`src/adcd_pkg.sv`:
```
// Package for the axis direct command word decoder: offsets, bit positions,
// reset values and the synchronous feeding mode codes.
// Assumes a 16-bit register port addressed by word index.
`default_nettype none
package adcd_pkg;
    // Register port geometry
    localparam int ADDR_W = 4;
    localparam int DATA_W = 16;
    localparam int POS_W  = 32;

    // Register word indexes
    localparam logic [3:0] IDX_CMD      = 4'h0;
    localparam logic [3:0] IDX_CPOS_LO  = 4'h2;
    localparam logic [3:0] IDX_CPOS_HI  = 4'h3;
    localparam logic [3:0] IDX_IRQ_STAT = 4'h4;
    localparam logic [3:0] IDX_IRQ_MASK = 4'h5;
    localparam logic [3:0] IDX_FLAGS    = 4'h6;
    localparam logic [3:0] IDX_LPOS_LO  = 4'h7;
    localparam logic [3:0] IDX_LPOS_HI  = 4'h8;
    localparam logic [3:0] IDX_OPOS_LO  = 4'h9;
    localparam logic [3:0] IDX_OPOS_HI  = 4'hA;

    // Command word bit positions
    localparam int CB_ABS      = 0;
    localparam int CB_REL      = 1;
    localparam int CB_SPD      = 2;
    localparam int CB_INT_FEED = 5;
    localparam int CB_MASK_LAT = 6;
    localparam int CB_PRESET   = 7;
    localparam int CB_SYNC_POS = 8;
    localparam int CB_SYNC_VEL = 9;
    localparam int CB_SYNC_TRQ = 10;
    localparam int CB_ORG_EN   = 11;
    localparam int CB_ORG_CLR  = 14;
    localparam int CB_LAT_CLR  = 15;
    localparam int N_START     = 3;

    // Bits that store: unused positions are masked off and read as zero
    localparam logic [15:0] CMD_STORE_MASK = 16'hCFE7;

    // Interrupt status bit positions
    localparam int IRQ_START  = 0;
    localparam int IRQ_PRESET = 1;
    localparam int IRQ_LATCH  = 2;
    localparam int IRQ_ORIGIN = 3;
    localparam int N_IRQ      = 4;

    // Flag register bit positions
    localparam int F_LAT_DONE = 0;
    localparam int F_ORG_DONE = 1;
    localparam int F_MODE_LSB = 4;

    // Reset values
    localparam logic [15:0] CMD_RESET  = 16'h0000;
    localparam logic [3:0]  MASK_RESET = 4'h0;

    // Synchronous feeding mode, one-hot
    typedef enum logic [3:0] {
        ADCD_MODE_NONE = 4'b0001,
        ADCD_MODE_POS  = 4'b0010,
        ADCD_MODE_VEL  = 4'b0100,
        ADCD_MODE_TRQ  = 4'b1000
    } adcd_mode_t;
endpackage
`default_nettype wire

```
`src/adcd_top.sv`:
```
// Axis direct command word decoder: command word register, start and preset
// pulses, synchronous feeding mode, interrupt input and origin latches.
// Assumes a single-cycle register port and pins that need synchronising.
//
// How it works
// Rising bit 0, 1 or 2 gives an absolute, relative or speed start pulse.
// Bits 3, 4, 12 and 13 are left unused by the host; they store nothing.
// Bit 5 chooses interrupt feeding for the start that is issued.
// Bit 6 set enables the interrupt input mask for interrupt feeding.
// Bit 6 set also enables the present position latch on interrupt input.
// Rising bit 7 presets the present position with the command position.
// While bit 8 is set, the axis runs synchronous feeding position control.
// While bit 9 is set and bit 8 clear, synchronous feeding velocity without position loop.
// While bit 10 is set and bits 8 and 9 clear, the axis runs synchronous feeding torque control.
// Bit 11 enables the origin position latch.
// Bit 14 set clears the origin latch completed flag.
// Bit 15 set clears the latch completed flag.
// Clearing a mode bit leaves that mode; clear bits act only while set.
`default_nettype none
module adcd_top (
    // Clock and reset
    input  wire logic                      clk_sys_in,
    input  wire logic                      rstn_in,
    // Register port
    input  wire logic [adcd_pkg::ADDR_W-1:0] reg_addr_in,
    input  wire logic [adcd_pkg::DATA_W-1:0] reg_wdata_in,
    input  wire logic                      reg_wr_in,
    input  wire logic                      reg_rd_in,
    output logic      [adcd_pkg::DATA_W-1:0] reg_rdata_out,
    // Axis position and pins
    input  wire logic [adcd_pkg::POS_W-1:0]  present_pos_in,
    input  wire logic                      intr_pin_in,
    input  wire logic                      origin_pin_in,
    // Motion controls
    output logic      [adcd_pkg::N_START-1:0] start_pulse_out,
    output logic                           int_feed_out,
    output logic                           intr_mask_en_out,
    output logic                           preset_pulse_out,
    output logic      [adcd_pkg::POS_W-1:0]  preset_value_out,
    output logic      [3:0]                sync_mode_out,
    // Status and interrupt
    output logic                           latch_done_out,
    output logic                           origin_done_out,
    output logic                           irq_out
);
    import adcd_pkg::*;

    // Whole module state
    typedef struct packed {
        logic [DATA_W-1:0] cmd;
        logic [DATA_W-1:0] cmd_prev;
        logic [POS_W-1:0]  cpos;
        logic [N_IRQ-1:0]  irq_stat;
        logic [N_IRQ-1:0]  irq_mask;
        logic              lat_done;
        logic              org_done;
        logic [POS_W-1:0]  lpos;
        logic [POS_W-1:0]  opos;
        logic [1:0]        intr_sync;
        logic              intr_prev;
        logic [1:0]        org_sync;
        logic              org_prev;
        logic [N_START-1:0] start;
        logic              int_feed;
        logic              mask_en;
        logic              preset;
        logic [POS_W-1:0]  preset_val;
        adcd_mode_t        mode;
        logic [DATA_W-1:0] rdata;
        logic              irq;
    } adcd_state_t;

    adcd_state_t state_reg;
    adcd_state_t state_next;

    // Rising edge of a level against its value one cycle earlier
    function automatic logic adcd_rose(input logic cur, input logic prev);
        adcd_rose = cur & ~prev;
    endfunction

    // Mode from the level-held feeding bits; the lower bit wins if several
    function automatic adcd_mode_t adcd_mode_sel(input logic [DATA_W-1:0] w);
        if (w[CB_SYNC_POS]) begin
            adcd_mode_sel = ADCD_MODE_POS;
        end else if (w[CB_SYNC_VEL]) begin
            adcd_mode_sel = ADCD_MODE_VEL;
        end else if (w[CB_SYNC_TRQ]) begin
            adcd_mode_sel = ADCD_MODE_TRQ;
        end else begin
            adcd_mode_sel = ADCD_MODE_NONE;
        end
    endfunction

    // Next-state logic
    always_comb begin
        logic [N_IRQ-1:0] ev;
        logic [N_IRQ-1:0] w1c;
        logic             intr_rise;
        logic             org_rise;
        logic             lat_set;
        logic             org_set;
        logic             preset_rise;
        logic             any_start;
        ev          = '0;
        w1c         = '0;
        intr_rise   = 1'b0;
        org_rise    = 1'b0;
        lat_set     = 1'b0;
        org_set     = 1'b0;
        preset_rise = 1'b0;
        any_start   = 1'b0;
        state_next  = state_reg;

        // Register writes
        if (reg_wr_in) begin
            if (reg_addr_in == IDX_CMD) begin
                state_next.cmd = reg_wdata_in & CMD_STORE_MASK;
            end else if (reg_addr_in == IDX_CPOS_LO) begin
                state_next.cpos[DATA_W-1:0] = reg_wdata_in;
            end else if (reg_addr_in == IDX_CPOS_HI) begin
                state_next.cpos[POS_W-1:DATA_W] = reg_wdata_in;
            end else if (reg_addr_in == IDX_IRQ_STAT) begin
                w1c = reg_wdata_in[N_IRQ-1:0];
            end else if (reg_addr_in == IDX_IRQ_MASK) begin
                state_next.irq_mask = reg_wdata_in[N_IRQ-1:0];
            end
        end

        // Edges of the stored command word, one cycle after the write
        state_next.cmd_prev = state_reg.cmd;
        for (int i = 0; i < N_START; i++) begin
            state_next.start[i] = adcd_rose(state_reg.cmd[CB_ABS + i],
                                            state_reg.cmd_prev[CB_ABS + i]);
            any_start = any_start | state_next.start[i];
        end
        // Feeding choice is caught with the start, held until the next one
        if (any_start) begin
            state_next.int_feed = state_reg.cmd[CB_INT_FEED];
        end
        state_next.mask_en = state_reg.cmd[CB_MASK_LAT];

        // Present position preset
        preset_rise = adcd_rose(state_reg.cmd[CB_PRESET], state_reg.cmd_prev[CB_PRESET]);
        state_next.preset = preset_rise;
        if (preset_rise) begin
            state_next.preset_val = state_reg.cpos;
        end

        // Level-held synchronous feeding mode
        state_next.mode = adcd_mode_sel(state_reg.cmd);

        // Pin synchronisers; only the second stage is looked at
        state_next.intr_sync = {state_reg.intr_sync[0], intr_pin_in};
        state_next.org_sync  = {state_reg.org_sync[0], origin_pin_in};
        state_next.intr_prev = state_reg.intr_sync[1];
        state_next.org_prev  = state_reg.org_sync[1];
        intr_rise = adcd_rose(state_reg.intr_sync[1], state_reg.intr_prev);
        org_rise  = adcd_rose(state_reg.org_sync[1], state_reg.org_prev);

        // Present position latch on the interrupt input
        lat_set = intr_rise & state_reg.cmd[CB_MASK_LAT];
        if (lat_set) begin
            state_next.lpos = present_pos_in;
        end
        // Origin position latch
        org_set = org_rise & state_reg.cmd[CB_ORG_EN];
        if (org_set) begin
            state_next.opos = present_pos_in;
        end

        // Completed flags: a new latch outranks a clear held in the same cycle
        if (lat_set) begin
            state_next.lat_done = 1'b1;
        end else if (state_reg.cmd[CB_LAT_CLR]) begin
            state_next.lat_done = 1'b0;
        end
        if (org_set) begin
            state_next.org_done = 1'b1;
        end else if (state_reg.cmd[CB_ORG_CLR]) begin
            state_next.org_done = 1'b0;
        end

        // Sticky interrupt status, set wins over write-one-to-clear
        ev[IRQ_START]  = any_start;
        ev[IRQ_PRESET] = preset_rise;
        ev[IRQ_LATCH]  = lat_set;
        ev[IRQ_ORIGIN] = org_set;
        state_next.irq_stat = (state_reg.irq_stat & ~w1c) | ev;
        state_next.irq = |(state_next.irq_stat & state_next.irq_mask);

        // Read data, valid in the cycle after the read strobe only
        state_next.rdata = '0;
        if (reg_rd_in) begin
            if (reg_addr_in == IDX_CMD) begin
                state_next.rdata = state_reg.cmd;
            end else if (reg_addr_in == IDX_CPOS_LO) begin
                state_next.rdata = state_reg.cpos[DATA_W-1:0];
            end else if (reg_addr_in == IDX_CPOS_HI) begin
                state_next.rdata = state_reg.cpos[POS_W-1:DATA_W];
            end else if (reg_addr_in == IDX_IRQ_STAT) begin
                state_next.rdata = {{(DATA_W-N_IRQ){1'b0}}, state_reg.irq_stat};
            end else if (reg_addr_in == IDX_IRQ_MASK) begin
                state_next.rdata = {{(DATA_W-N_IRQ){1'b0}}, state_reg.irq_mask};
            end else if (reg_addr_in == IDX_FLAGS) begin
                state_next.rdata[F_LAT_DONE] = state_reg.lat_done;
                state_next.rdata[F_ORG_DONE] = state_reg.org_done;
                state_next.rdata[F_MODE_LSB +: $bits(adcd_mode_t)] = state_reg.mode;
            end else if (reg_addr_in == IDX_LPOS_LO) begin
                state_next.rdata = state_reg.lpos[DATA_W-1:0];
            end else if (reg_addr_in == IDX_LPOS_HI) begin
                state_next.rdata = state_reg.lpos[POS_W-1:DATA_W];
            end else if (reg_addr_in == IDX_OPOS_LO) begin
                state_next.rdata = state_reg.opos[DATA_W-1:0];
            end else if (reg_addr_in == IDX_OPOS_HI) begin
                state_next.rdata = state_reg.opos[POS_W-1:DATA_W];
            end
        end
    end

    // State register
    always_ff @(posedge clk_sys_in or negedge rstn_in) begin
        if (!rstn_in) begin
            state_reg          <= '0;
            state_reg.cmd      <= CMD_RESET;
            state_reg.cmd_prev <= CMD_RESET;
            state_reg.irq_mask <= MASK_RESET;
            state_reg.mode     <= ADCD_MODE_NONE;
        end else begin
            state_reg <= state_next;
        end
    end

    // Outputs straight from the state register
    assign reg_rdata_out    = state_reg.rdata;
    assign start_pulse_out  = state_reg.start;
    assign int_feed_out     = state_reg.int_feed;
    assign intr_mask_en_out = state_reg.mask_en;
    assign preset_pulse_out = state_reg.preset;
    assign preset_value_out = state_reg.preset_val;
    assign sync_mode_out    = state_reg.mode;
    assign latch_done_out   = state_reg.lat_done;
    assign origin_done_out  = state_reg.org_done;
    assign irq_out          = state_reg.irq;
endmodule
`default_nettype wire

```
`config.mk`:
```
export PLATFORM = sky130hd
export DESIGN_NAME = adcd_top
export DESIGN_NICKNAME = d
export VERILOG_FILES = /design/src/adcd_pkg.sv /design/src/adcd_top.sv
export SDC_FILE = /design/constraint.sdc
export NUM_CORES = 1
export LEC_CHECK = 0
export BUFFER_PORTS_ARGS = -buffer_cell sky130_fd_sc_hd__buf_2
export CAP_MARGIN = 40
export CORE_MARGIN = 1
export CORE_UTILIZATION = 40
export DETAILED_ROUTE_END_ITERATION = 7
export MAX_ROUTING_LAYER = met4
export PLACE_DENSITY_LB_ADDON = 0.05
export SYNTH_ARGS = -nofsm -noshare
export SYNTH_HDL_FRONTEND = slang
export SYNTH_SLANG_ARGS = --single-unit
```
`constraint.sdc`:
```
create_clock -name clk_sys_in -period 3.17 [get_ports clk_sys_in]
set_input_delay 0.317 -clock clk_sys_in [delete_from_list [all_inputs] [get_ports clk_sys_in]]
set_output_delay 0.317 -clock clk_sys_in [all_outputs]
set_load 0.01 [all_outputs]
```
* Word-level counts from Yosys, hierarchy flattened *
Index checks and enable logic that the tools add are counted.

storage, ports and cells
  logic and storage cells = 92
  flip-flop bits (word level) = 189

cells by class
  reduce and logical (&&, ||, !) cells = 7
  equal/unequal tests = 9
  multiplexer cells = 32
  bitwise gates (word level) = 22

operator list
  cell                number
  $mux 16             10
  $mux 4              15
  $eq 4x3->1 const B  4
  $eq 4x4->1 const B  3
  $and 1x1->1         8
  $and 4x4->4         2
  $eq 4x2->1 const B  2
  $mux 8              1
  $not 1->1           8
  $logic_not 4->1     1
  $mux 1              4
  $mux 2              2
  $not 4->4           1
  $or 4x4->4          1
  $reduce_and 4->1    1
  $reduce_bool 2->1   2
  $reduce_or 4->1     1
  $reduce_and 3->1    1
  $or 1x1->1          2
  $reduce_and 2->1    1

* Logic depth before layout (Yosys ltp) *
Gate-level depths: netlist of the first run.

  depth in word-level cells = 12
  mapped depth = 8
  gate-level depth less buffers = 5

* Worst setup path before layout of the first run *
No wires, ideal clock.

  path type = input port to flip-flop
  from = input port reg_addr_in[2] (netlist name)
  to = register state_reg[145] (netlist name)
  arrival = 1,581 ps
  buffers on the path = 3
  path slack = 1,464 ps
  library setup time = 125 ps
  cell stages on the path = 6
  cells stage by stage = buf_4 nor3_4 and3_1 buf_4 buf_12 mux2_4

between the ends
  cells in the longest elaborated chain, start to end = 3

RTL lines
  element                         RTL line         text
  start, declared                 adcd_top.sv:25   input wire logic [adcd_pkg::ADDR_W-1:0] reg_addr_in,
  $logic_not 4->1                 adcd_top.sv:116  if (reg_addr_in == IDX_CMD) begin
  $not 1->1 (no line)             n/a
  $reduce_and 3->1 (no line) (*)  n/a
  end signal, assigned            adcd_top.sv:229  state_reg <= state_next;
  end, declared                   adcd_top.sv:73   adcd_state_t state_reg;

Mark *: on every way between the ends. The rest lies on a longest branch, timed or not.
A chain may end at the register's enable or synchronous reset.

==> results_dict.tcl, run 1 <==
set metrics [dict create \
    status "finished, final reports clean" \
    setup_violations 0 \
    post_cts.repair.setup_buffers 0 \
    final.min_clock_period_ns 1.94 \
    core-area_sq_um 21100 \
    yosysSeqAreaShare 0.543 \
    cap_violations 0 \
    gp_congestion 0.872 \
    grt_pass1_wl_microns 33100 \
    antenna_found_initial 0 \
    root_buffer "clkbuf_16" \
    die_w_microns 149 \
    fin_skew_ns 0.0170 \
    firstDrtPassIters 4 \
    clock_latency_ns 0.43 \
    required_ns 3.47 \
    place.port_buffers 118 \
    grt_start_max_net_pins 64 \
    setup_ws_ns 1.23 \
    dp_slack_ns 1.15 \
    hp-start "present_pos_in[18]" \
    netlist_instances 718 \
    layout_worst_path_cycle_share 0.612 \
    setup_tns_ns 0 \
    hold_path_class "input pin to flip-flop" \
    cts-resized-gates 0 \
    boundaryPins 119 \
    hold_violations 0 \
    synthDistinctLibCells 55 \
    critPathLaunchType "flip-flop" \
    vias 5428 \
    cts_inserted_buffers 17 \
    slew_violations 0 \
    critical_path.startpoint "state_next[54]" \
    cp_max_fo 35 \
    groute.usage.overall 0.206 \
    yosys_warnings 0 \
    antenna_left 0 \
    detail_route.iter0.violations 279 \
    drive_gt1_frac 0.388 \
    cp-end-kind "flip-flop" \
    worst_pin_slew_ns 0.583 \
    initial_utilization 0.409 \
    critPathArrivalTime_ns 2.24 \
    nNetsFinal 836 \
    ys_async_sr_fraction 1.00 \
    clk_pin_slew_ns 0.07 \
    timing.fmax_ghz 0.515 \
    wl_microns 20700 \
    grt_pass1_vias 5585 \
    hold_slack_ns 0.126 \
    avgViaCountPerCell 5.10 \
    rows 53 \
    area_growth_pct 11.6 \
    ctsHtreeMaxLevel 4 \
    powerDensity_nw_per_um2 769 \
    synth_ff_type "dfrtp_1" \
    cts_tree "yes" \
    diodes 0 \
    fp.dieH_microns 149 \
    syn-mean-instance-area_sq_um 12.0 \
    crit_type "flip-flop to flip-flop" \
    synth-seq-cells 187 \
    rsz0062_at_grt "no" \
    regToRegStartpoint "state_next[54]" \
    largest_register_ffs 111 \
    leakagePower_nw 4.57 \
    drc 0 \
    cts_max_path_buffers 2 \
    syn_area_sq_um 8610 \
    synth_edf_count 0 \
    hpwl_microns 14900 \
    clock-sinks 187 \
    wire_per_inst_microns 19.4 \
    die_area_sq_um 22100 \
    vdd_ir_drop_max_uv 411 \
    grt-ovfl-total 0 \
    relSlewSlack 0.611 \
    synth_fp_nets 776 \
]
-- cell type report --
type	instances	area, sq um
clock inverters	11	87.6
multi-input cells	422	3230
well taps	275	344
fillers	2019	11500
flip-flops and latches	187	4680
repair buffers	139	774
inverters	11	41.3
clock buffers	19	453
-- routing by layer --
metal	global-route usage	vias to the layer above	routed length, microns
met4	0.0566	0	242
met3	0.0315	15	724
met5	-	-	0
met1	0.299	2746	10600
li1	-	2551	-
met2	0.299	116	9110
-- worst max-delay path: stages (launching register included) --
cell and delay [ns]:
dfrtp_1 0.40, nand3b_1 0.11, buf_4 0.44, and2_1 0.23, a221oi_1 0.10, or4_1 0.53
-- per-stage QoR --
stage / instance area (sq um) / utilization / power (mW) / std cells
global route: 9610 / 0.456 / 7.88 / 1064
detailed placement: 9040 / 0.429 / 5.48 / 1031
finish: 9610 / 0.456 / 7.39 / 1064
CTS: 9610 / 0.456 / 7.48 / 1064
global placement: 9040 / 0.429 / 5.43 / 1031
floorplan: 8610 / - / 5.04 / 718
-- placed cells by master, fill, tap and decap left out, drive strengths merged, types with 3 or more instances in the layout --
cell,instances
dfrtp,186
buf,136
mux2,128
nand2,125
o21ai,21
a21oi,19
clkbuf,19
mux2i,15
inv,15
nand3,12
a22oi,10
nor2b,8
and3,7
o311a,6
nand2b,6
a211oi,5
and2,5
nor3,5
o2bb2ai,4
o22ai,4
clkinv,4
o21a,3
a2111oi,3
nor2,3
o31ai,3
nor3b,3
a221oi,3
clkinvlp,3
dlygate4sd3,3
nand3b,3
-- kinds of logic after synthesis --
| group | Yosys count | synth area share |
|---|---|---|
| flip-flops | 187 | 0.543 |
| AND/OR/NAND/NOR | 184 | 0.103 |
| multiplexers | 143 | 0.193 |
| buffers and inverters | 109 | 0.0815 |
| AO/OA/AOI/OAI | 95 | 0.0789 |
-- cells in the mapped netlist (all sizes together), types with 6 or more instances --
| master | n | area [sq um] |
|---|---|---|
| a21oi | 19 | 95.1 |
| a22oi | 10 | 75.1 |
| and3 | 7 | 43.8 |
| buf | 78 | 586 |
| clkbuf | 20 | 75.1 |
| dfrtp | 186 | 4650 |
| inv | 11 | 41.3 |
| mux2 | 128 | 1520 |
| mux2i | 15 | 150 |
| nand2 | 125 | 469 |
| nand2b | 6 | 40.0 |
| nand3 | 12 | 77.6 |
| nor2b | 8 | 50.1 |
| o21ai | 21 | 105 |
| o311a | 6 | 60.1 |
-- worst paths after layout --
| check | to | slack [ns] | cells after the start |
|---|---|---|---|
| max | irq_out | 1.23 | 5 |
| min reg2reg | state_next[59] | 0.35 | 0 |
| min | state_reg[83] | 0.13 | 2 |
| max in group asynchronous | reg_rdata_out[5] | 1.83 | 3 |
| max reg2reg | irq_out | 1.23 | 5 |
| min in group asynchronous | preset_pulse_out | 0.44 | 2 |
-- where the power goes --
part,internal (mW),switching (mW),leakage (nW),total (mW)
registers,3.15,0.465,2.27,3.62
clock network,1.05,0.927,0.260,1.98
logic,0.920,0.878,2.04,1.80
total,5.12,2.27,4.57,7.39
-- timing repair --
item / CTS / global route
hold buffers: 3 / 0
endpoints found under the hold margin: 62 / 0
setup endpoints to repair: 0 / 0
Note: power is estimated with default switching activity, not from simulation.
==> run 2, diff against run 1 <==
Settings changed: ABC_AREA set to 1.
Clock period 3.17 ns to 1.7 ns, I/O delays scaled along.
==> run 2 against run 1 <==
Combinational power is 47% higher. Sequential share of layout area increased by 1.7 points. Hold slack got worse by 0.12 ns. Critical path type unchanged.
==> results_dict.tcl, run 2 <==
set metrics [dict create \
    status "finished, final reports clean" \
    core-area_sq_um 19500 \
    initial_utilization 0.409 \
    vias 6101 \
    syn_area_sq_um 7960 \
    holdPathEnd "state_reg[72]" \
    hold_violations 0 \
    cts_inserted_buffers 17 \
    drc 0 \
    detail_route.iter0.violations 513 \
    diodes 0 \
    die_w_microns 143 \
    cts-resized-gates 0 \
    cp_max_fo 3 \
    grt_pass1_vias 5794 \
    required_ns 2.02 \
    crit_type "flip-flop to flip-flop" \
    setup_tns_ns 0 \
    synthDistinctLibCells 31 \
    rows 51 \
    cts_max_path_buffers 2 \
    netlist_instances 890 \
    slew_violations 0 \
    groute.usage.overall 0.221 \
    fin_skew_ns 0.00921 \
    synth_top_area_share 0.585 \
    antenna_found_initial 0 \
    critPathLaunchType "flip-flop" \
    antenna_left 0 \
    layout_commonest_cell "nand2_1" \
    wire_per_inst_microns 16.3 \
    worst_pin_slew_ns 0.455 \
    cp-end-kind "flip-flop" \
    yosysSeqAreaShare 0.588 \
    ys_async_sr_fraction 1.00 \
    nNetsFinal 1031 \
    total_power_mw 13.3 \
    path_cells "inv_1, nor2_1, nor3_1, mux2_2" \
    cts_tree "yes" \
    setup_violations 0 \
    layout_worst_path_cycle_share 0.818 \
    place.port_buffers 118 \
    die_area_sq_um 20500 \
    ys_top_cells_by_area "dfrtp_1 (59%), nand2_1 (13%), o21ai_0 (7.4%), buf_4 (5.3%), inv_1 (3.6%)" \
    setup_ws_ns 0.310 \
    fillCellCount 1912 \
    wl_microns 20400 \
    regToRegStartpoint "state_next[173]" \
    r2r_setup_slack_ns 0.31 \
    timing.fmax_ghz 0.719 \
    critPathArrivalTime_ns 1.71 \
    clock-sinks 187 \
    syn-mean-instance-area_sq_um 8.94 \
    powerDensity_nw_per_um2 1430 \
    grt_start_max_net_pins 67 \
    synth.most_common_cell "nand2_1" \
    grt-ovfl-total 0 \
    avgViaCountPerCell 4.88 \
    fp.dieH_microns 143 \
    hpwl_microns 15100 \
    vdd_ir_drop_max_uv 751 \
    most-common-layout-cells "nand2_1 (281), dfrtp_1 (186), o21ai_0 (118)" \
    yosys_warnings 0 \
    hold_slack_ns 0.00456 \
    largest_register_ffs 111 \
    final.min_clock_period_ns 1.39 \
    ctsHtreeMaxLevel 4 \
    root_buffer "clkbuf_16" \
    synth-seq-cells 187 \
    r2r-end "int_feed_out" \
    boundaryPins 119 \
    yosysTopAreaCell "dfrtp_1" \
    grt_pass1_wl_microns 32500 \
    critical-path-max-stage-delay_ns 0.40 \
    firstDrtPassIters 5 \
    reg2regPathDepth 4 \
    hp-start "present_pos_in[7]" \
    min_path_cells 3 \
    synth_common_cells "nand2_1 (281), dfrtp_1 (186), o21ai_0 (118), inv_1 (77), buf_4 (56)" \
    rsz0062_at_grt "no" \
    clock_latency_ns 0.44 \
    hold_path_class "input pin to flip-flop" \
    relSlewSlack 0.696 \
    dp_slack_ns 0.0569 \
    drive_gt1_frac 0.191 \
    synth_ff_type "dfrtp_1" \
    cap_violations 0 \
    synth_edf_count 0 \
    area_growth_pct 16.9 \
    crit_slowest_cell "dfrtp_1" \
    clk_pin_slew_ns 0.07 \
    gp_congestion 0.961 \
    synth_fp_nets 948 \
    leakagePower_nw 4.81 \
]
## run 2: cell types whose count changed after synthesis, moves of 10 or more
cell,delta
o21ai_1,+26
mux2_4,-20
nand4_1,+12
o21ai_0,+100
nand2_1,+156
nand3_1,+12
inv_1,+67
mux2i_1,-15
a31oi_1,+10
a22oi_1,-10
mux2_2,-106
## run 2: final cells by class
type	count	area (sq um)	area share
Sequential cell	187	4680	0.503
Multi-Input combinational cell	525	2370	0.255
Timing Repair Buffer	157	1010	0.109
Clock buffer	17	425	0.0458
Tap cell	265	332	0.0357
Inverter	85	319	0.0343
Clock inverter	15	156	0.0168
## run 2: layer usage
| layer | track usage | up-vias | routed length [microns] |
|---|---|---|---|
| met4 | 0.0860 | 0 | 467 |
| met2 | 0.322 | 182 | 9100 |
| met1 | 0.311 | 2915 | 9960 |
| met3 | 0.0302 | 29 | 896 |
| li1 | - | 2975 | - |
| met5 | - | - | 0 |
## run 2: repair_timing
item | CTS | global route
endpoints found under the hold margin | 61 | 0
buffers inserted | 0 | 0
setup endpoints to repair | 0 | 0
hold buffers | 18 | 0
## run 2: cells by family (layout without fill, tap and decap cells)
kind of cell,Yosys count,count (layout),synth area share
multiplexers,1,1,0.00142
flip-flops,187,187,0.588
buffers and inverters,178,274,0.113
AO/OA/AOI/OAI,182,182,0.122
AND/OR/NAND/NOR,342,342,0.175
## run 2: worst max path at each step
stage               slack (ns)              endpoint            start  depth (start not counted)
finish                    0.31          int_feed_out  state_next[173]                          4
global route              0.22          int_feed_out  state_next[173]                          4
CTS                       0.31          int_feed_out  state_next[173]                          4
detailed placement        0.06     reg_rdata_out[15]   reg_addr_in[3]                          6
global placement          0.05     reg_rdata_out[15]   reg_addr_in[3]                          6
floorplan                 0.39  preset_value_out[19]  state_next[178]                          7
## run 2: metrics by stage
step / util / instances / cell area, sq um
floorplan: - / 890 / 7960
global placement: 0.439 / 1201 / 8530
detailed placement: 0.439 / 1201 / 8530
CTS: 0.478 / 1251 / 9300
global route: 0.478 / 1251 / 9300
finish: 0.478 / 1251 / 9300
## run 2: critical path, delay by kind of cell (launching register included)
family        cells  cell delay, ns
buf+inv           1            0.09
mux               1            0.38
flops             1            0.40
simple gates      2            0.42
## run 2: report_power, final
part           total (mW)  switching, mW  internal [mW]
logic                2.65           1.54           1.10
registers            6.81          0.953           5.86
clock network        3.87           1.91           1.96
total                13.3           4.41           8.93
